==> src/rtl/tpw_pkg.sv <==
// Shared constants for the 8-bit PWM timer block
package tpw_pkg;

  // Register bus geometry
  localparam int unsigned TPW_AW = 3;
  localparam int unsigned TPW_DW = 8;

  // Register indices on the plain register port
  localparam logic [2:0] TPW_A_CTRL = 3'h0;
  localparam logic [2:0] TPW_A_OUTCFG = 3'h1;
  localparam logic [2:0] TPW_A_CMPA = 3'h2;
  localparam logic [2:0] TPW_A_CMPB = 3'h3;
  localparam logic [2:0] TPW_A_COUNT = 3'h4;
  localparam logic [2:0] TPW_A_FLAGS = 3'h5;
  localparam logic [2:0] TPW_A_STATUS = 3'h6;

  // Control register field positions
  localparam int unsigned TPW_CTRL_MODE_LSB = 0;
  localparam int unsigned TPW_CTRL_CSEL_LSB = 3;
  localparam int unsigned TPW_CTRL_ASYNC_BIT = 6;

  // Output configuration field positions
  localparam int unsigned TPW_OC_COMA_LSB = 0;
  localparam int unsigned TPW_OC_COMB_LSB = 2;
  localparam int unsigned TPW_OC_DIRA_BIT = 4;
  localparam int unsigned TPW_OC_DIRB_BIT = 5;
  localparam int unsigned TPW_OC_PORTA_BIT = 6;
  localparam int unsigned TPW_OC_PORTB_BIT = 7;

  // Flag and status field positions
  localparam int unsigned TPW_FL_OVF_BIT = 0;
  localparam int unsigned TPW_FL_MFA_BIT = 1;
  localparam int unsigned TPW_FL_MFB_BIT = 2;
  localparam int unsigned TPW_ST_PRST_BIT = 0;

  // Reset values
  localparam logic [7:0] TPW_RST_CTRL = 8'h00;
  localparam logic [7:0] TPW_RST_OUTCFG = 8'h00;
  localparam logic [7:0] TPW_RST_CMP = 8'h00;
  localparam logic [7:0] TPW_RST_COUNT = 8'h00;

  // Counter limits
  localparam logic [7:0] TPW_BOTTOM = 8'h00;
  localparam logic [7:0] TPW_MAX = 8'hff;

  // Waveform mode field encodings
  localparam logic [2:0] TPW_M_NORMAL = 3'h0;
  localparam logic [2:0] TPW_M_PC_FF = 3'h1;
  localparam logic [2:0] TPW_M_CTC = 3'h2;
  localparam logic [2:0] TPW_M_FAST_FF = 3'h3;
  localparam logic [2:0] TPW_M_PC_A = 3'h5;
  localparam logic [2:0] TPW_M_FAST_A = 3'h7;

  // Compare output mode encodings
  localparam logic [1:0] TPW_COM_OFF = 2'h0;
  localparam logic [1:0] TPW_COM_TOGGLE = 2'h1;
  localparam logic [1:0] TPW_COM_NONINV = 2'h2;
  localparam logic [1:0] TPW_COM_INV = 2'h3;

  // Prescaler divide masks: tick when the masked count bits are all ones
  localparam logic [9:0] TPW_DIV1_MASK = 10'h000;
  localparam logic [9:0] TPW_DIV8_MASK = 10'h007;
  localparam logic [9:0] TPW_DIV32_MASK = 10'h01f;
  localparam logic [9:0] TPW_DIV64_MASK = 10'h03f;
  localparam logic [9:0] TPW_DIV128_MASK = 10'h07f;
  localparam logic [9:0] TPW_DIV256_MASK = 10'h0ff;
  localparam logic [9:0] TPW_DIV1024_MASK = 10'h3ff;

  // Counting direction
  typedef enum logic {TPW_UP, TPW_DOWN} tpw_dir_e;

endpackage

==> src/rtl/tpw_timer8_pwm.sv <==
// 8-bit timer with fast and phase correct PWM on two compare channels
//
// Added by the designer: the plain strobed port and the register addresses.
`timescale 1ns/10ps
`default_nettype none

// Operation
// - Fast PWM counts up, restarts at BOTTOM
// - Fast PWM TOP: 0xFF or compare A
// - At TOP, counter clears next tick
// - Fast: match clears, BOTTOM sets; inverse inverted
// - Output mode two non-inverted, three inverted
// - Fast PWM overflow flag at TOP
// - Fixed TOP fast period 256 ticks
// - Prescale 1,8,32,64,128,256,1024 selectable
// - Compare BOTTOM spike, MAX constant level
// - Output mode one toggles on match; phase correct ignores it and holds the level
// - Pin driven only when direction is output
// - Phase correct counts up then down
// - Phase correct TOP: compare A or 0xFF
// - TOP held one tick, then reverse
// - Phase correct: clear up, set down
// - Phase correct overflow flag at BOTTOM
// - Fixed TOP phase correct period 510 ticks
// - Phase correct extremes give constant levels
// - Leaving MAX forces up result at BOTTOM
// - Missed up match forces transition at BOTTOM
// - Timer tick is clock enable, oscillator optional
// - Output mode zero leaves pin to port
module tpw_timer8_pwm
  import tpw_pkg::*;
(
  input wire logic i_clk,
  input wire logic i_rst_b,
  input wire logic i_ce,
  input wire logic [TPW_AW-1:0] i_addr,
  input wire logic [TPW_DW-1:0] i_wdata,
  input wire logic i_wr,
  input wire logic i_rd,
  output logic [TPW_DW-1:0] o_rdata,
  input wire logic i_osc,
  output logic o_pin_a,
  output logic o_pin_a_oe,
  output logic o_pin_b,
  output logic o_pin_b_oe
);

  // Mode family decoders; reserved codes fall to non-PWM behaviour
  // Fast PWM family
  function automatic logic is_fast(input logic [2:0] m);
    is_fast = (m == TPW_M_FAST_FF) || (m == TPW_M_FAST_A);
  endfunction

  // Phase correct family
  function automatic logic is_pc(input logic [2:0] m);
    is_pc = (m == TPW_M_PC_FF) || (m == TPW_M_PC_A);
  endfunction

  // Prescaler tap select; zero stops the timer
  function automatic logic div_hit(input logic [2:0] sel, input logic [9:0] cnt);
    logic [9:0] mask;
    mask = TPW_DIV1_MASK;
    case (sel)
      3'h1: mask = TPW_DIV1_MASK;
      3'h2: mask = TPW_DIV8_MASK;
      3'h3: mask = TPW_DIV32_MASK;
      3'h4: mask = TPW_DIV64_MASK;
      3'h5: mask = TPW_DIV128_MASK;
      3'h6: mask = TPW_DIV256_MASK;
      3'h7: mask = TPW_DIV1024_MASK;
      default: mask = TPW_DIV1_MASK;
    endcase
    div_hit = (sel != 3'h0) && ((cnt & mask) == mask);
  endfunction

  // Oscillator synchroniser and prescaler state
  logic osc_s1_q, osc_s2_q, osc_s3_q, osc_lvl_q;
  logic osc_lvl_d;
  logic [9:0] pre_q, pre_d;
  logic ref_pulse, tick;

  // Software visible state
  // Only the flags and the counter see both hardware and software writes
  logic [7:0] ctrl_q, ctrl_d;
  logic [7:0] outcfg_q, outcfg_d;
  // Per-channel arrays, index 0 is channel A
  logic [7:0] buf_q [2];
  logic [7:0] buf_d [2];
  logic [7:0] act_q [2];
  logic [7:0] act_d [2];
  logic [7:0] cnt_q, cnt_d;
  logic [2:0] flags_q, flags_d;
  logic [7:0] rdata_d;

  // Waveform state
  // Up-count match memory feeds the symmetry fix at BOTTOM
  tpw_dir_e dir_q, dir_d;
  logic [1:0] oc_q, oc_d;
  logic [1:0] hit_q, hit_d;
  logic blk_q, blk_d;

  // Decoded controls
  // Combinational decodes, derived from registered state and the bus write strobes
  logic [2:0] mode;
  logic [1:0] com [2];
  logic fast, pc, wrap, bot, at_top, load;
  logic [7:0] top;
  logic [1:0] match;
  logic wr_ctrl, wr_count, wr_flags, pre_rst;
  // Hardware flag sets of this cycle, merged after any clear
  logic [2:0] fset;

  // Output mode changes act at once; they are not buffered
  assign mode = ctrl_q[TPW_CTRL_MODE_LSB +: 3];
  assign com[0] = outcfg_q[TPW_OC_COMA_LSB +: 2];
  assign com[1] = outcfg_q[TPW_OC_COMB_LSB +: 2];
  assign fast = is_fast(mode);
  assign pc = is_pc(mode);
  assign wr_ctrl = i_wr && (i_addr == TPW_A_CTRL);
  assign wr_count = i_wr && (i_addr == TPW_A_COUNT);
  assign wr_flags = i_wr && (i_addr == TPW_A_FLAGS);
  assign pre_rst = i_wr && (i_addr == TPW_A_STATUS) && i_wdata[TPW_ST_PRST_BIT];

  // TOP follows compare A in its modes, else fixed MAX
  // Active copy is used, so TOP only moves at a buffer load
  always_comb begin
    if (mode == TPW_M_FAST_A || mode == TPW_M_CTC) begin
      top = act_q[0];
    end else if (mode == TPW_M_PC_A) begin
      top = act_q[0];
    end else begin
      top = TPW_MAX;
    end
  end

  // Oscillator edge detect only trusts stages two and three agreeing
  always_comb begin
    osc_lvl_d = osc_lvl_q;
    if (osc_s2_q == osc_s3_q) begin
      osc_lvl_d = osc_s3_q;
    end
    // Reference is the I/O clock or a settled oscillator rise
    ref_pulse = ctrl_q[TPW_CTRL_ASYNC_BIT] ? (osc_s2_q && osc_s3_q && !osc_lvl_q) : 1'b1;
    // Stopped select freezes the prescaler as well
    pre_d = pre_q;
    if (pre_rst) begin
      pre_d = 10'h000;
    end else if (ref_pulse && ctrl_q[TPW_CTRL_CSEL_LSB +: 3] != 3'h0) begin
      pre_d = pre_q + 10'h001;
    end
    // Tick is a one-cycle enable, never a derived clock
    tick = ref_pulse && div_hit(ctrl_q[TPW_CTRL_CSEL_LSB +: 3], pre_q);
  end

  always_ff @(posedge i_clk) begin
    if (!i_rst_b) begin
      osc_s1_q <= 1'b0;
      osc_s2_q <= 1'b0;
      osc_s3_q <= 1'b0;
      osc_lvl_q <= 1'b0;
      pre_q <= 10'h000;
    end else if (i_ce) begin
      osc_s1_q <= i_osc;
      osc_s2_q <= osc_s1_q;
      osc_s3_q <= osc_s2_q;
      osc_lvl_q <= osc_lvl_d;
      pre_q <= pre_d;
    end
  end

  // Counter, compare, waveform and register next state
  always_comb begin
    ctrl_d = wr_ctrl ? i_wdata : ctrl_q;
    outcfg_d = (i_wr && i_addr == TPW_A_OUTCFG) ? i_wdata : outcfg_q;
    cnt_d = cnt_q;
    dir_d = dir_q;
    blk_d = blk_q;
    flags_d = flags_q;
    oc_d = oc_q;
    hit_d = hit_q;
    wrap = 1'b0;
    bot = 1'b0;
    at_top = 1'b0;
    load = 1'b0;
    match = 2'b00;
    fset = 3'h0;
    for (int ch = 0; ch < 2; ch++) begin
      buf_d[ch] = buf_q[ch];
      act_d[ch] = act_q[ch];
    end
    // Software writes only the buffer; the active copy waits for a load
    if (i_wr && i_addr == TPW_A_CMPA) begin
      buf_d[0] = i_wdata;
    end
    if (i_wr && i_addr == TPW_A_CMPB) begin
      buf_d[1] = i_wdata;
    end
    if (tick) begin
      blk_d = 1'b0;
      if (pc) begin
        // Dual slope; TOP and BOTTOM each held one tick
        // Limitation: a TOP of zero parks the counter at BOTTOM
        if (dir_q == TPW_UP) begin
          if (cnt_q == top) begin
            at_top = 1'b1;
            dir_d = TPW_DOWN;
            cnt_d = (top == TPW_BOTTOM) ? TPW_BOTTOM : cnt_q - 8'h01;
          end else begin
            cnt_d = cnt_q + 8'h01;
          end
        end else begin
          if (cnt_q == TPW_BOTTOM) begin
            bot = 1'b1;
            dir_d = TPW_UP;
            cnt_d = (top == TPW_BOTTOM) ? TPW_BOTTOM : 8'h01;
          end else begin
            cnt_d = cnt_q - 8'h01;
          end
        end
      end else begin
        // Single slope; fixed TOP gives 256 ticks per period
        // Hazard: a TOP below the count runs on to MAX before wrapping
        dir_d = TPW_UP;
        if (cnt_q == top) begin
          wrap = 1'b1;
          cnt_d = TPW_BOTTOM;
        end else begin
          cnt_d = cnt_q + 8'h01;
        end
      end
      // Overflow at TOP in single slope, BOTTOM in phase correct
      // Flags set only on a tick; software clears them with ones
      if (pc ? bot : wrap) begin
        fset[TPW_FL_OVF_BIT] = 1'b1;
      end
      // Match uses the active compare, blocked after a count write
      for (int ch = 0; ch < 2; ch++) begin
        match[ch] = (cnt_q == act_q[ch]) && !blk_q;
      end
      if (match[0]) begin
        fset[TPW_FL_MFA_BIT] = 1'b1;
      end
      if (match[1]) begin
        fset[TPW_FL_MFB_BIT] = 1'b1;
      end
    end
    // Buffered compare lands at BOTTOM (fast) or TOP (phase correct)
    // Non-PWM modes have no buffering, so they load at once
    load = fast ? wrap : (pc ? at_top : 1'b1);
    for (int ch = 0; ch < 2; ch++) begin
      if (load) begin
        act_d[ch] = buf_q[ch];
      end
    end
    // Output compare level per channel
    // Trade-off: phase correct ignores toggle mode rather than guess
    for (int ch = 0; ch < 2; ch++) begin
      if (com[ch] == TPW_COM_OFF) begin
        oc_d[ch] = oc_q[ch];
      end else if (fast) begin
        if (match[ch]) begin
          case (com[ch])
            TPW_COM_TOGGLE: oc_d[ch] = !oc_q[ch];
            TPW_COM_NONINV: oc_d[ch] = 1'b0;
            TPW_COM_INV: oc_d[ch] = 1'b1;
            default: oc_d[ch] = oc_q[ch];
          endcase
        end
        // BOTTOM action wins so MAX compare gives a steady level
        if (wrap && com[ch] != TPW_COM_TOGGLE) begin
          oc_d[ch] = (com[ch] == TPW_COM_NONINV);
        end
      end else if (pc) begin
        if (com[ch] != TPW_COM_TOGGLE) begin
          // Match at TOP counts as down, at BOTTOM as up
          if (match[ch]) begin
            if (dir_d == TPW_UP) begin
              oc_d[ch] = (com[ch] == TPW_COM_INV);
            end else begin
              oc_d[ch] = (com[ch] == TPW_COM_NONINV);
            end
          end else if (bot && !hit_q[ch] && act_q[ch] != top) begin
            oc_d[ch] = (com[ch] == TPW_COM_INV);
          end
        end
      end else if (match[ch]) begin
        case (com[ch])
          TPW_COM_TOGGLE: oc_d[ch] = !oc_q[ch];
          TPW_COM_NONINV: oc_d[ch] = 1'b0;
          TPW_COM_INV: oc_d[ch] = 1'b1;
          default: oc_d[ch] = oc_q[ch];
        endcase
      end
      // Remember an up-slope match until the next BOTTOM
      // Missed-match tracking drives the forced transition at BOTTOM
      hit_d[ch] = (bot ? 1'b0 : hit_q[ch]) | (match[ch] && dir_d == TPW_UP);
    end
    // Software count write overrides and masks the next match
    // Blocking lets compare equal the written count without a flag
    if (wr_count) begin
      cnt_d = i_wdata;
      blk_d = 1'b1;
    end
    // Hardware set wins over write-one-to-clear, even on a set flag
    flags_d = (wr_flags ? (flags_q & ~i_wdata[2:0]) : flags_q) | fset;
  end

  always_ff @(posedge i_clk) begin
    if (!i_rst_b) begin
      ctrl_q <= TPW_RST_CTRL;
      outcfg_q <= TPW_RST_OUTCFG;
      buf_q[0] <= TPW_RST_CMP;
      buf_q[1] <= TPW_RST_CMP;
      act_q[0] <= TPW_RST_CMP;
      act_q[1] <= TPW_RST_CMP;
      cnt_q <= TPW_RST_COUNT;
      dir_q <= TPW_UP;
      flags_q <= 3'h0;
      oc_q <= 2'b00;
      hit_q <= 2'b00;
      blk_q <= 1'b0;
    end else if (i_ce) begin
      ctrl_q <= ctrl_d;
      outcfg_q <= outcfg_d;
      buf_q[0] <= buf_d[0];
      buf_q[1] <= buf_d[1];
      act_q[0] <= act_d[0];
      act_q[1] <= act_d[1];
      cnt_q <= cnt_d;
      dir_q <= dir_d;
      flags_q <= flags_d;
      oc_q <= oc_d;
      hit_q <= hit_d;
      blk_q <= blk_d;
    end
  end

  // Read mux; unmapped addresses return zero
  // Registered, so data stand only in the cycle after the strobe
  always_comb begin
    rdata_d = 8'h00;
    if (i_rd) begin
      case (i_addr)
        TPW_A_CTRL: rdata_d = ctrl_q;
        TPW_A_OUTCFG: rdata_d = outcfg_q;
        TPW_A_CMPA: rdata_d = buf_q[0];
        TPW_A_CMPB: rdata_d = buf_q[1];
        TPW_A_COUNT: rdata_d = cnt_q;
        TPW_A_FLAGS: rdata_d = {5'h00, flags_q};
        TPW_A_STATUS: rdata_d = {5'h00, (dir_q == TPW_DOWN), oc_q};
        default: rdata_d = 8'h00;
      endcase
    end
  end

  always_ff @(posedge i_clk) begin
    if (!i_rst_b) begin
      o_rdata <= 8'h00;
    end else if (i_ce) begin
      o_rdata <= rdata_d;
    end
  end

  // Pin mux: port bit unless an output mode overrides; direction gates drive
  // Compare level can be preset before the driver is enabled
  always_comb begin
    o_pin_a = (com[0] != TPW_COM_OFF) ? oc_q[0] : outcfg_q[TPW_OC_PORTA_BIT];
    o_pin_b = (com[1] != TPW_COM_OFF) ? oc_q[1] : outcfg_q[TPW_OC_PORTB_BIT];
    o_pin_a_oe = outcfg_q[TPW_OC_DIRA_BIT];
    o_pin_b_oe = outcfg_q[TPW_OC_DIRB_BIT];
  end

endmodule

`default_nettype wire

==> config.mk <==
export PLATFORM = sky130hd
export DESIGN_NAME = tpw_timer8_pwm
export DESIGN_NICKNAME = d
export VERILOG_FILES = /design/src/rtl/tpw_pkg.sv /design/src/rtl/tpw_timer8_pwm.sv
export SDC_FILE = /design/constraint.sdc
export NUM_CORES = 1
export LEC_CHECK = 0
export ABC_AREA = 1
export BUFFER_PORTS_ARGS = -buffer_cell sky130_fd_sc_hd__buf_2
export CORE_MARGIN = 2
export CORE_UTILIZATION = 30
export DETAILED_ROUTE_END_ITERATION = 8
export GPL_TIMING_DRIVEN = 0
export HOLD_SLACK_MARGIN = 0.05
export SYNTH_ARGS = -nofsm -noshare
export SYNTH_HDL_FRONTEND = slang
export SYNTH_SLANG_ARGS = --single-unit
export TNS_END_PERCENT = 1
==> constraint.sdc <==
create_clock -name i_clk -period 5.35 [get_ports i_clk]
set_input_delay 1.605 -clock i_clk [delete_from_list [all_inputs] [get_ports i_clk]]
set_output_delay 1.605 -clock i_clk [all_outputs]
set_load 0.05 [all_outputs]
==> results of run 1 <==
[kinds of logic after synthesis]
| group | Yosys count | synth area share (%) |
|---|---|---|
| and+or+nand+nor | 343 | 30.9 |
| buffers and inverters | 116 | 8.84 |
| DFF | 87 | 40.1 |
| adders and majority gates | 5 | 1.22 |
| xor gates and xnor gates | 19 | 3.24 |
| AOI/OAI and AO/OA | 145 | 15.7 |
[final timing paths]
kind / startpoint / to
worst max-delay path: i_addr[0] / buf_q[0][11]$_SDFFCE_PN0P_
worst min-delay path: ctrl_q[7]$_SDFFE_PN0P_ / ctrl_q[7]$_SDFFE_PN0P_
worst max register to register: cnt_q[0]$_SDFFE_PN0P_ / act_q[0][10]$_SDFFCE_PN0P_
worst min register to register: ctrl_q[7]$_SDFFE_PN0P_ / ctrl_q[7]$_SDFFE_PN0P_
[metal layers]
metal  wire, µm  global-route usage, %  vias up
met5          0                      0        -
met4        417                   6.90        0
met3       1070                   3.38       27
met2       6820                   26.9      164
met1       7480                   25.4     2278
li1           -                      -     2464
[power groups by stage]
stage | registers, mW | clock network [mW] | logic (mW)
after floorplan | 0.749 | 0 | 0.110
after global placement | 0.750 | 0 | 0.169
after detailed placement | 0.750 | 0 | 0.170
after CTS | 0.735 | 0.615 | 0.170
after global routing | 0.739 | 0.644 | 0.191
final | 0.736 | 0.603 | 0.172
[placed cells by master (no fill, tap or decap), types with 7 or more instances in the layout]
cell type  instances
inv_2             10
o22ai_1           11
nand3_1           56
a21oi_1           60
nor3_1            13
xor2_1            15
buf_2             34
nand2_1          151
nor2_1            74
clkbuf_1          13
clkbuf_16          9
o21ai_0           48
nand2_2            7
edfxtp_1          32
dfxtp_1           55
nand4_1           14
inv_1             84
[worst min-delay path, stage by stage, from the launching register on]
cell,delay (ns)
dfxtp_1,0.31
nand2_1,0.06
a21oi_1,0.05
[stage by stage]
step	utilization, %	setup slack, ns	instance area [µm²]	instances
5_1_grt	35.2	1.79	5850	979
2_1_floorplan	-	1.83	5140	715
4_1_cts	35.2	1.95	5850	979
3_5_place_dp	33.5	1.58	5570	963
3_3_place_gp	33.4	0.839	5560	963
6_report	35.2	1.98	5850	979
[state kept, by name, indices dropped and copies added (netlist names)]
| signal | cells |
|---|---|
| outcfg_q | 8 |
| osc_s3_q | 1 |
| flags_q | 3 |
| osc_lvl_q | 1 |
| o_rdata | 8 |
| blk_q | 1 |
| buf_q | 16 |
| osc_s2_q | 1 |
| cnt_q | 8 |
| act_q | 16 |
| oc_q | 2 |
| hit_q | 2 |
| dir_q | 1 |
| pre_q | 10 |
| ctrl_q | 8 |
| osc_s1_q | 1 |
[area by class of cell]
type / instances / area share [%]
Buffer: 19 / 1.54
Tap cell: 220 / 4.70
Clock buffer: 11 / 4.15
Timing Repair Buffer: 28 / 2.39
Multi-Input combinational cell: 512 / 45.1
Clock inverter: 5 / 0.684
Inverter: 97 / 6.22
Sequential cell: 87 / 35.2
==> metrics.log, run 1 <==
[metrics] result of the run: finished clean
[metrics] top cells by area in the synthesized netlist: dfxtp_1 21%, edfxtp_1 19%, nand2_1 11%
[metrics] Largest delay share family, worst path: compound AO/OA/AOI/OAI gates
[metrics] Critical Path Source Type: primary input
[metrics] clock tree from TritonCTS: yes
[metrics] worst reg-to-reg path cell count: 8
[metrics] number of remaining DRC errors: 0
[metrics] Net Switching: 0.415 mW
[metrics] largest voltage drop on the vdd net: 0.000303 V
[metrics] worst hold path depth: 2
[metrics] Nets: 776
[metrics] Max-cap violations: 0
[metrics] area share of the largest cell type after synthesis: 21.4%
[metrics] number of different library cells in the post-synthesis netlist: 43
[metrics] Boundary Pins: 29
[metrics] required time of the worst setup path: 5.32 ns
[metrics] setup repair after global routing missed its margin: false
[metrics] post-CTS clock slew at the launch and capture registers of the worst setup and hold paths: about 0.06 ns
[metrics] most numerous cell types in the synthesized netlist: 151 x nand2_1, 84 x inv_1, 74 x nor2_1
[metrics] netlist area before placement: 5140 µm²
[metrics] Power, Total: 1.51 mW
[metrics] Critical-path top delay cell: o21ai_0
[metrics] largest net degree at the start of global routing: 17
[metrics] final wirelength: 15.8 mm
[metrics] Hold Worst Slack: 0.465 ns
[metrics] number of buffers created by CTS: 9
[metrics] number of diodes added for antenna fixing: 0
[metrics] PortBufs: 28
[metrics] number of detailed-routing iterations run before antenna repair: 5
[metrics] number of flip-flops and latches in the synthesized netlist: 87
[metrics] Sequential Area: 2060 µm²
[metrics] internal cell power: 1.10 mW
[metrics] transition at the pin with the smallest max-transition slack: 1.23 ns
[metrics] die span in y: around 130 µm
[metrics] Register-to-Register Setup Slack: 2.67 ns
[metrics] Critical Path End Type: flop
[metrics] post-synthesis async set-or-reset flop share: 0%
[metrics] Critical Path, Cell by Cell: buf_2 -> inv_1 -> nor3_1 -> clkinv_1 -> o21ai_0
[metrics] Synth area leader: dfxtp_1
[metrics] tightest slew margin relative to the limit: 17.0%
[metrics] Max Clk Rate: 296 MHz
[metrics] number of antenna-violating nets in the routed design: 0
[metrics] sum of net half-perimeters after detailed placement: between 10 and 15 mm
[metrics] top-count cell post-synth: nand2_1
[metrics] final hold violation count: 0
[metrics] buffer and inverter count on the worst path: 3
[metrics] deepest level of the CTS H-tree: 3
[metrics] number of filler cells placed in the layout: roughly 1,800
[metrics] switching portion of total power: 27.5%
[metrics] total global-route track usage: 17.9%
[metrics] Clock Root Buffer: clkbuf_16
[metrics] Total Neg Setup Slack: 0 ns
[metrics] clock network latency to the later pin of the worst-skew pair: 0.35 ns
[metrics] portion of total power attributed to the clock network: 39.9%
[metrics] Largest stage delay, worst path: 1.05 ns
[metrics] Crit Path Class: in -> reg
[metrics] share of the yosys chip area belonging to registers: 40.1%
[metrics] Post-Route Skew: 0.00768 ns
[metrics] total stage count of the critical path: 5
[metrics] detail-routed via count per cell: between 5 and 6
[metrics] DR vias: 4,933
[metrics] Crit Path Max Fanout: 9
[metrics] via count of the first global-routing pass: 4,665
[metrics] wire length per cell after detailed routing: 16.1 µm
[metrics] sequential group share of total power: 48.7%
[metrics] DIE WIDTH: between 100 and 150 µm
[metrics] first-pass GRT wire length: 24.7 mm
[metrics] Max clock buf depth: 2
[metrics] post-CTS setup buffer count: 0
[metrics] initial core utilization: 30.9%
[metrics] net count after synthesis: 737
[metrics] top_reg_cell synth: dfxtp_1
[metrics] Synth Warn #: 0
[metrics] total grt overflow: 0
[metrics] Post-synth EDFFs: 32
[metrics] cts-stage hold buffer count: 0
[metrics] Syn Inst Count: 715
[metrics] Hold WC Path Type: reg -> reg
[metrics] Syn Area/Cell: 7.19 µm²
[metrics] antenna violations before repair: 0
[metrics] RePlAce Congestion: ~0.90
[metrics] number of cells upsized or downsized after cts: 0
[metrics] final setup vio count: 0
[metrics] total clock sinks: between 80 and 90
[metrics] die outline area: 18,200 µm²
[metrics] final count of pins violating max slew: 0
[metrics] iteration-0 DRC count of the detailed router: between 400 and 500
[metrics] layout-stage area growth over the synthesis result: 13.9%
[metrics] layout cell share with drive strength beyond 1: 12.1%
[metrics] Core Area: 16,600 µm²
[metrics] share of the clock period used by the worst path: between 60% and 70%
[metrics] Power Density: 258 nW/µm²
[metrics] Std-Cell Rows: 47
[metrics] combined area of the multi-input logic cells: 2640 µm²
[metrics] relative contribution of combinational cells to total power: roughly 11%
[metrics] P_leak: approximately 2.4 nW
[metrics] post-layout minimum cycle time: 3.37 ns
[metrics] arrival time at the worst endpoint: 3.34 ns
(Power assumes the default switching activity.)
==> run 2: changes to the inputs <==
--- a/config.mk
+++ b/config.mk
@@ -5,7 +5,7 @@
 export SDC_FILE = /design/constraint.sdc
 export NUM_CORES = 1
 export LEC_CHECK = 0
-export ABC_AREA = 1
+export ABC_AREA = 0
 export BUFFER_PORTS_ARGS = -buffer_cell sky130_fd_sc_hd__buf_2
 export CORE_MARGIN = 2
 export CORE_UTILIZATION = 30
==> constraint.sdc (replaced) <==
create_clock -name i_clk -period 3.3 [get_ports i_clk]
set_input_delay 0.99 -clock i_clk [delete_from_list [all_inputs] [get_ports i_clk]]
set_output_delay 0.99 -clock i_clk [all_outputs]
set_load 0.05 [all_outputs]
==> metrics.log, run 2 <==
[metrics] final wirelength: 17.0 mm (was 15.8 mm)
[metrics] DR vias: 4,923 (was 4,933)
[metrics] relative contribution of combinational cells to total power: 12.6% (was 11.4%)
[metrics] pre-CTS worst setup slack: -0.233 ns (was 1.58 ns)
[metrics] Clock Root Buffer: clkbuf_16 (unchanged)
[metrics] Net Switching: 0.702 mW (was 0.415 mW)
[metrics] tightest slew margin relative to the limit: 29.9% (was 17.0%)
[metrics] Max-cap violations: 0 (unchanged)
[metrics] Crit Path Class: reg -> reg (was in -> reg)
[metrics] Std-Cell Rows: 49 (was 47)
[metrics] internal cell power: 1.97 mW (was 1.10 mW)
[metrics] sequential group share of total power: 44.9% (was 48.7%)
[metrics] number of filler cells placed in the layout: 1,892 (was 1,771)
[metrics] setup repair after global routing missed its margin: false (unchanged)
[metrics] layout cell share with drive strength beyond 1: 14.0% (was 12.1%)
[metrics] Critical Path End Type: flop (unchanged)
[metrics] number of flip-flops and latches in the synthesized netlist: 87 (unchanged)
[metrics] antenna violations before repair: 0 (unchanged)
[metrics] Max clock buf depth: 2 (unchanged)
[metrics] clock tree from TritonCTS: yes (unchanged)
[metrics] crit-path most repeated cell: nand2_1
[metrics] number of buffers created by CTS: 9 (unchanged)
[metrics] top flop regs: act_q: 16 flops, buf_q: 16 flops, pre_q: 10 flops (unchanged)
[metrics] top cells by area in the synthesized netlist: dfxtp_1 20%, edfxtp_1 17%, mux2i_1 4.7% (was dfxtp_1 21%, edfxtp_1 19%, nand2_1 11%)
[metrics] buffer and inverter count on the worst path: 1 (was 3)
[metrics] initial core utilization: 30.7% (was 30.9%)
[metrics] layout-stage area growth over the synthesis result: 13.9% (about the same)
[metrics] PortBufs: 27 (was 28)
[metrics] Syn Area/Cell: 9.01 µm² (was 7.19 µm²)
[metrics] netlist area before placement: 5530 µm² (was 5140 µm²)
[metrics] die span in y: 140 µm (was 135 µm)
[metrics] largest voltage drop on the vdd net: 0.000313 V (was 0.000303 V)
[metrics] required time of the worst setup path: 3.31 ns (was 5.32 ns)
[metrics] post-CTS clock slew at the launch and capture registers of the worst setup and hold paths: 0.06 ns (about the same)
[metrics] detail-routed via count per cell: 5.56 (was 5.04)
[metrics] Largest stage delay, worst path: 0.51 ns (was 1.05 ns)
[metrics] portion of total power attributed to the clock network: 42.4% (was 39.9%)
[metrics] share of the yosys chip area belonging to registers: 37.3% (was 40.1%)
[metrics] Boundary Pins: 29 (unchanged)
[metrics] number of detailed-routing iterations run before antenna repair: 6 (was 5)
[metrics] arrival time at the worst endpoint: 3.08 ns (was 3.34 ns)
[metrics] Synth area leader: dfxtp_1 (unchanged)
[metrics] area share of the largest cell type after synthesis: 19.9% (was 21.4%)
[metrics] cts-stage hold buffer count: 0 (unchanged)
[metrics] post-layout minimum cycle time: a little over 3 ns
[metrics] via count of the first global-routing pass: 4,611 (was 4,665)
[metrics] P_leak: 2.24 nW (was 2.43 nW)
[metrics] Sequential Area: 2060 µm² (unchanged)
[metrics] setup slack of the critical path after layout: 0.228 ns (was 1.98 ns)
[metrics] number of remaining DRC errors: 0 (unchanged)
[metrics] first-pass GRT wire length: 26.7 mm (was 24.7 mm)
[metrics] share of the clock period used by the worst path: 93.1%
[metrics] Critical-path top delay cell: dfxtp_1 (was o21ai_0)
[metrics] Max Clk Rate: 325 MHz
[metrics] RePlAce Congestion: 0.943 (was 0.895)
[metrics] switching portion of total power: 26.2% (was 27.5%)
[metrics] final hold violation count: 0 (unchanged)
[metrics] number of different library cells in the post-synthesis netlist: 82 (was 43)
[metrics] top-count cell post-synth: dfxtp_1 (was nand2_1)
[metrics] leading cell types in the layout, fill and taps excluded: 55 x dfxtp_1, 44 x nand2_1, 39 x nor2_1, 36 x nor2b_1, 35 x a21oi_1 (was 151 x nand2_1, 84 x inv_1, 74 x nor2_1, 60 x a21oi_1, 56 x nand3_1)
[metrics] Post-Route Utilization: 35.0% (was 35.2%)
[metrics] Post-synth EDFFs: 32 (unchanged)
[metrics] most numerous cell types in the synthesized netlist: 55 x dfxtp_1, 45 x nand2_1, 39 x nor2_1 (was 151 x nand2_1, 84 x inv_1, 74 x nor2_1)
[metrics] Nets: 674 (was 776)
[metrics] Hold WC Path Type: reg -> reg (unchanged)
[metrics] most common library cell in the layout ignoring fill and taps: dfxtp_1 (was nand2_1)
[metrics] total global-route track usage: 17.6% (was 17.9%)
[metrics] transition at the pin with the smallest max-transition slack: 1.05 ns (was 1.23 ns)
[metrics] final setup vio count: 0 (unchanged)
[metrics] combined area of the multi-input logic cells: 3160 µm² (was 2640 µm²)
[metrics] total grt overflow: 0 (unchanged)
[metrics] post-CTS setup buffer count: 0 (unchanged)
[metrics] number of diodes added for antenna fixing: 0 (unchanged)
[metrics] Largest delay share family, worst path: simple AND/OR/NAND/NOR gates (was compound AO/OA/AOI/OAI gates)
[metrics] iteration-0 DRC count of the detailed router: 591 (was 455)
[metrics] total clock sinks: 87 (unchanged)
[metrics] Critical Path Source Type: flop (was primary input)
[metrics] DIE WIDTH: 140 µm (was 135 µm)
[metrics] Power Density: 425 nW/µm² (was 258 nW/µm²)
[metrics] largest net degree at the start of global routing: 17 (unchanged)
[metrics] Core Area: 18,000 µm² (was 16,600 µm²)
[metrics] Syn Inst Count: 614 (was 715)
[metrics] Critical Path, Cell by Cell: or3b_4 -> buf_6 -> nand2_1 -> a32oi_1 -> nor3_2 -> nand2_1 -> o21ai_0 -> nand3_1 -> nand2_2 (was buf_2 -> inv_1 -> nor3_1 -> clkinv_1 -> o21ai_0)
[metrics] top_reg_cell synth: dfxtp_1 (unchanged)
[metrics] Synth Warn #: 0 (unchanged)
[metrics] net count after synthesis: 636 (was 737)
[metrics] Crit Path Max Fanout: 16 (was 9)
[metrics] sum of net half-perimeters after detailed placement: 12.6 mm (was 12.1 mm)
[metrics] final count of pins violating max slew: 0 (unchanged)
[metrics] Post-Route Skew: 0.00783 ns (was 0.00768 ns)
[metrics] clock network latency to the later pin of the worst-skew pair: 0.36 ns (was 0.35 ns)
[metrics] result of the run: finished clean (unchanged)
[metrics] post-synthesis async set-or-reset flop share: 0% (unchanged)
[metrics] deepest level of the CTS H-tree: 3 (unchanged)
[metrics] number of antenna-violating nets in the routed design: 0 (unchanged)
[metrics] wire length per cell after detailed routing: 19.2 µm (was 16.1 µm)
[metrics] die outline area: 19,500 µm² (was 18,200 µm²)
==> run 2: final cells by class <==
| cell class | count | area share (%) |
|---|---|---|
| repair buffers | 27 | 2.14 |
| clock inverters | 6 | 1.43 |
| well taps | 229 | 4.55 |
| flip-flops and latches | 87 | 32.7 |
| inverters | 13 | 0.775 |
| multi-input cells | 467 | 50.1 |
| clock buffers | 10 | 3.79 |
| plain buffers | 47 | 4.45 |
==> run 2: final timing paths <==
check | start | to | slack, ns | cells after the start
hold reg to reg | osc_lvl_q$_SDFFE_PN0P_ | osc_lvl_q$_SDFFE_PN0P_ | 0.48 | 2
setup / recovery | ctrl_q[1]$_SDFFE_PN0P_ | act_q[0][11]$_SDFFCE_PN0P_ | 0.23 | 9
setup reg to reg | ctrl_q[1]$_SDFFE_PN0P_ | act_q[0][11]$_SDFFCE_PN0P_ | 0.23 | 9
hold / removal | osc_lvl_q$_SDFFE_PN0P_ | osc_lvl_q$_SDFFE_PN0P_ | 0.48 | 2
==> run 2: logic make-up after synthesis <==
logic type | count (synthesis) | synth area share, %
simple gates | 256 | 25.3
buf+inv | 60 | 5.95
compound gates | 148 | 19.1
fa+ha+maj | 5 | 1.13
xor+xnor | 24 | 3.80
mux | 34 | 7.42
flops | 87 | 37.3
==> run 2: metal layers <==
metal / up-vias / wire [µm] / share of wire [%] / global-route usage [%]
li1: 2348 / - / - / -
met1: 2308 / 7390 / 43 / 24.6
met2: 215 / 7680 / 45 / 26.7
met3: 52 / 1200 / 7.1 / 3.20
met4: 0 / 746 / 4.4 / 7.37
met5: - / 0 / 0 / 0
==> run 2: timing repair <==
action | CTS | global route
setup endpoints to repair | 16 | 14
endpoints found under the hold margin | 0 | 0
gates resized for setup | 2 | 4
==> run 2: power by group through the flow <==
stage,Clock [mW],Combinational [mW],Sequential (mW)
global placement,0,0.329,1.22
detailed placement,0,0.329,1.23
CTS,1.15,0.331,1.20
global route,1.21,0.368,1.21
finish,1.13,0.338,1.20
floorplan,0,0.225,1.21
==> run 2: worst register-to-register path, delay by kind of cell (launching register included) <==
kind,cells,cell delay [ns]
AO/OA/AOI/OAI,2,0.38
buffers and inverters,1,0.16
flip-flops,1,0.51
AND/OR/NAND/NOR,6,1.68
==> run 2: per-stage QoR <==
| stage | area (µm²) | hold slack, ns | TNS, ns | std cells | power (mW) |
|---|---|---|---|---|---|
| after floorplan | 5530 | 0.452 | 0 | 614 | 1.44 |
| after global placement | 5950 | 0.464 | -6.77 | 870 | 1.55 |
| after detailed placement | 5950 | 0.470 | -7.08 | 870 | 1.56 |
| after CTS | 6290 | 0.479 | 0 | 886 | 2.69 |
| after global routing | 6300 | 0.510 | 0 | 886 | 2.79 |
| final | 6300 | 0.475 | 0 | 886 | 2.67 |
==> run 3: changes to the inputs <==
--- a/config.mk
+++ b/config.mk
@@ -12,6 +12,7 @@
 export DETAILED_ROUTE_END_ITERATION = 8
 export GPL_TIMING_DRIVEN = 0
 export HOLD_SLACK_MARGIN = 0.05
+export RECOVER_POWER = 25
 export SYNTH_ARGS = -nofsm -noshare
 export SYNTH_HDL_FRONTEND = slang
 export SYNTH_SLANG_ARGS = --single-unit
==> metrics.log, run 3 (synthesis results as in run 2) <==
[metrics] Hold WC Path Type: reg -> reg (unchanged)
[metrics] Sequential Area: 2060 µm² (unchanged)
[metrics] final hold violation count: 0 (unchanged)
[metrics] clock tree from TritonCTS: yes (unchanged)
[metrics] post-CTS clock slew at the launch and capture registers of the worst setup and hold paths: 0.06 ns (about the same)
[metrics] number of remaining DRC errors: 0 (unchanged)
[metrics] Nets: 674 (unchanged)
[metrics] number of filler cells placed in the layout: 1,890 (was 1,892)
[metrics] largest net degree at the start of global routing: 17 (unchanged)
[metrics] final setup vio count: 0 (unchanged)
[metrics] detail-routed via count per cell: 5.52 (was 5.56)
[metrics] setup repair after global routing missed its margin: false (unchanged)
[metrics] combined area of the multi-input logic cells: 3160 µm² (unchanged)
[metrics] wire length per cell after detailed routing: 19.2 µm (about the same)
[metrics] largest voltage drop on the vdd net: 0.000313 V (about the same)
[metrics] Std-Cell Rows: 49 (unchanged)
[metrics] DR vias: 4,887 (was 4,923)
[metrics] deepest level of the CTS H-tree: 3 (unchanged)
[metrics] number of diodes added for antenna fixing: 0 (unchanged)
[metrics] layout-stage area growth over the synthesis result: 13.6% (was 13.9%)
[metrics] share of the clock period used by the worst path: 93.6% (was 93.1%)
[metrics] buffer and inverter count on the worst path: 1 (unchanged)
[metrics] Critical Path Source Type: flop (unchanged)
[metrics] Core Area: 18,000 µm² (unchanged)
[metrics] P_leak: 2.19 nW (was 2.24 nW)
[metrics] sum of net half-perimeters after detailed placement: 12.6 mm (unchanged)
[metrics] leading cell types in the layout, fill and taps excluded: 55 x dfxtp_1, 44 x nand2_1, 44 x clkbuf_1, 39 x nor2_1, 36 x nor2b_1 (was 55 x dfxtp_1, 44 x nand2_1, 39 x nor2_1, 36 x nor2b_1, 35 x a21oi_1)
[metrics] post-layout minimum cycle time: 3.09 ns (was 3.07 ns)
[metrics] number of buffers created by CTS: 9 (unchanged)
[metrics] via count of the first global-routing pass: 4,611 (unchanged)
[metrics] tightest slew margin relative to the limit: 30.9% (was 29.9%)
[metrics] reg2reg end: act_q[0][11]$_SDFFCE_PN0P_ (unchanged)
[metrics] transition at the pin with the smallest max-transition slack: 1.03 ns (was 1.05 ns)
[metrics] pre-CTS worst setup slack: -0.233 ns (unchanged)
[metrics] cts-stage hold buffer count: 0 (unchanged)
[metrics] Post-Route Utilization: 34.9% (was 35.0%)
[metrics] required time of the worst setup path: 3.31 ns (about the same)
[metrics] PortBufs: 27 (unchanged)
[metrics] Critical Path, Cell by Cell: or3b_4 -> buf_6 -> nand2_1 -> a32oi_1 -> nor3_2 -> nand2_1 -> o21ai_0 -> nand3_1 -> nand2_2 (unchanged)
[metrics] total stage count of the critical path: 9 (unchanged)
[metrics] Critical Path End Type: flop (unchanged)
[metrics] worst reg2reg startpoint: ctrl_q[1]$_SDFFE_PN0P_ (unchanged)
[metrics] Post-Route Skew: 0.00770 ns (was 0.00783 ns)
[metrics] number of detailed-routing iterations run before antenna repair: 9 (was 6)
[metrics] Crit Path Class: reg -> reg (unchanged)
[metrics] final wirelength: 17.0 mm (about the same)
[metrics] startpoint of the lowest-slack hold path: osc_lvl_q$_SDFFE_PN0P_ (unchanged)
[metrics] Max Clk Rate: 324 MHz (was 325 MHz)
[metrics] die outline area: 19,500 µm² (unchanged)
[metrics] Critical-path top delay cell: dfxtp_1 (unchanged)
[metrics] layout cell share with drive strength beyond 1: 12.2% (was 14.0%)
[metrics] Register-to-Register Setup Slack: 0.21 ns (was 0.23 ns)
[metrics] initial core utilization: 30.7% (unchanged)
[metrics] Power Density: 426 nW/µm² (was 425 nW/µm²)
[metrics] top flop regs: act_q: 16 flops, buf_q: 16 flops, pre_q: 10 flops (unchanged)
[metrics] Max-cap violations: 0 (unchanged)
[metrics] clock network latency to the later pin of the worst-skew pair: 0.36 ns (about the same)
[metrics] number of antenna-violating nets in the routed design: 0 (unchanged)
[metrics] total clock sinks: 87 (unchanged)
[metrics] arrival time at the worst endpoint: 3.10 ns (was 3.08 ns)
[metrics] Total Neg Setup Slack: 0 ns (unchanged)
[metrics] RePlAce Congestion: 0.943 (unchanged)
[metrics] iteration-0 DRC count of the detailed router: 501 (was 591)
[metrics] first-pass GRT wire length: 26.7 mm (unchanged)
[metrics] Max clock buf depth: 2 (unchanged)
[metrics] Crit Path Max Fanout: 16 (unchanged)
[metrics] Power, Total: 2.67 mW (about the same)
[metrics] most common library cell in the layout ignoring fill and taps: dfxtp_1 (unchanged)
[metrics] die span in y: 140 µm (unchanged)
[metrics] worst hold path endpoint: osc_lvl_q$_SDFFE_PN0P_ (unchanged)
[metrics] final count of pins violating max slew: 0 (unchanged)
[metrics] setup slack of the critical path after layout: 0.212 ns (was 0.228 ns)
[metrics] Clock Root Buffer: clkbuf_16 (unchanged)
[metrics] DIE WIDTH: 140 µm (unchanged)
[metrics] Boundary Pins: 29 (unchanged)
[metrics] Largest stage delay, worst path: 0.52 ns (was 0.51 ns)
[metrics] worst reg-to-reg path cell count: 9 (unchanged)
[metrics] worst hold path depth: 2 (unchanged)
[metrics] result of the run: finished clean (unchanged)
[metrics] crit-path most repeated cell: nand2_1 (unchanged)
[metrics] antenna violations before repair: 0 (unchanged)
[metrics] total grt overflow: 0 (unchanged)
[metrics] Largest delay share family, worst path: simple AND/OR/NAND/NOR gates (unchanged)
[metrics] total global-route track usage: 17.6% (unchanged)
## run 3: cell count changes in the layout (fill, tap and decap cells not counted), sizes merged
cell    change
buf        -13
clkbuf     +13
## run 3: tightest hold or removal path: stages (launching register included)
cell and delay, ns:
dfxtp_1 0.30, o21ai_0 0.06, a21boi_0 0.07
## run 3: metal layers
layer  global-route usage, %  vias up  wire, µm
met5                       0        -         0
met4                    7.37        0       688
met3                    3.20       48      1280
met2                    26.7      211      7720
met1                    24.6     2281      7360
li1                        -     2347         -
## run 3: how the worst max path moves through the flow
stage	from	slack, ns	end
finish	ctrl_q[1]$_SDFFE_PN0P_	0.21	act_q[0][11]$_SDFFCE_PN0P_
global route	ctrl_q[1]$_SDFFE_PN0P_	0.05	act_q[0][10]$_SDFFCE_PN0P_
CTS	i_addr[1]	0.15	buf_q[0][10]$_SDFFCE_PN0P_
detailed placement	i_addr[1]	-0.23	buf_q[0][12]$_SDFFCE_PN0P_
global placement	i_addr[1]	-0.22	buf_q[0][12]$_SDFFCE_PN0P_
floorplan	outcfg_q[0]$_SDFFE_PN0P_	0.31	o_pin_a
## run 3: repair_timing
action	in CTS	in global routing
resized for setup	2	4
setup buffers	0	0
endpoints found under the hold margin	0	0
setup endpoints to repair	16	14
## run 3: final cells by class
type / instances / share of cell area (%)
inverters: 13 / 0.776
repair buffers: 27 / 1.91
multi-input cells: 467 / 50.2
flip-flops and latches: 87 / 32.8
clock buffers: 10 / 3.80
well taps: 229 / 4.56
clock inverters: 6 / 1.43
plain buffers: 47 / 4.46
## run 3: where the power goes
part	switching, mW	total [mW]	internal [mW]
Combinational	0.213	0.337	0.124
Sequential	0.0427	1.20	1.16
Clock	0.447	1.13	0.688
Total	0.703	2.67	1.97
## run 3: stage by stage
step | std cells | area, µm² | hold slack, ns
after floorplan | 614 | 5530 | 0.452
after global placement | 870 | 5950 | 0.464
after detailed placement | 870 | 5950 | 0.470
after CTS | 886 | 6290 | 0.479
after global routing | 886 | 6280 | 0.510
final | 886 | 6280 | 0.477
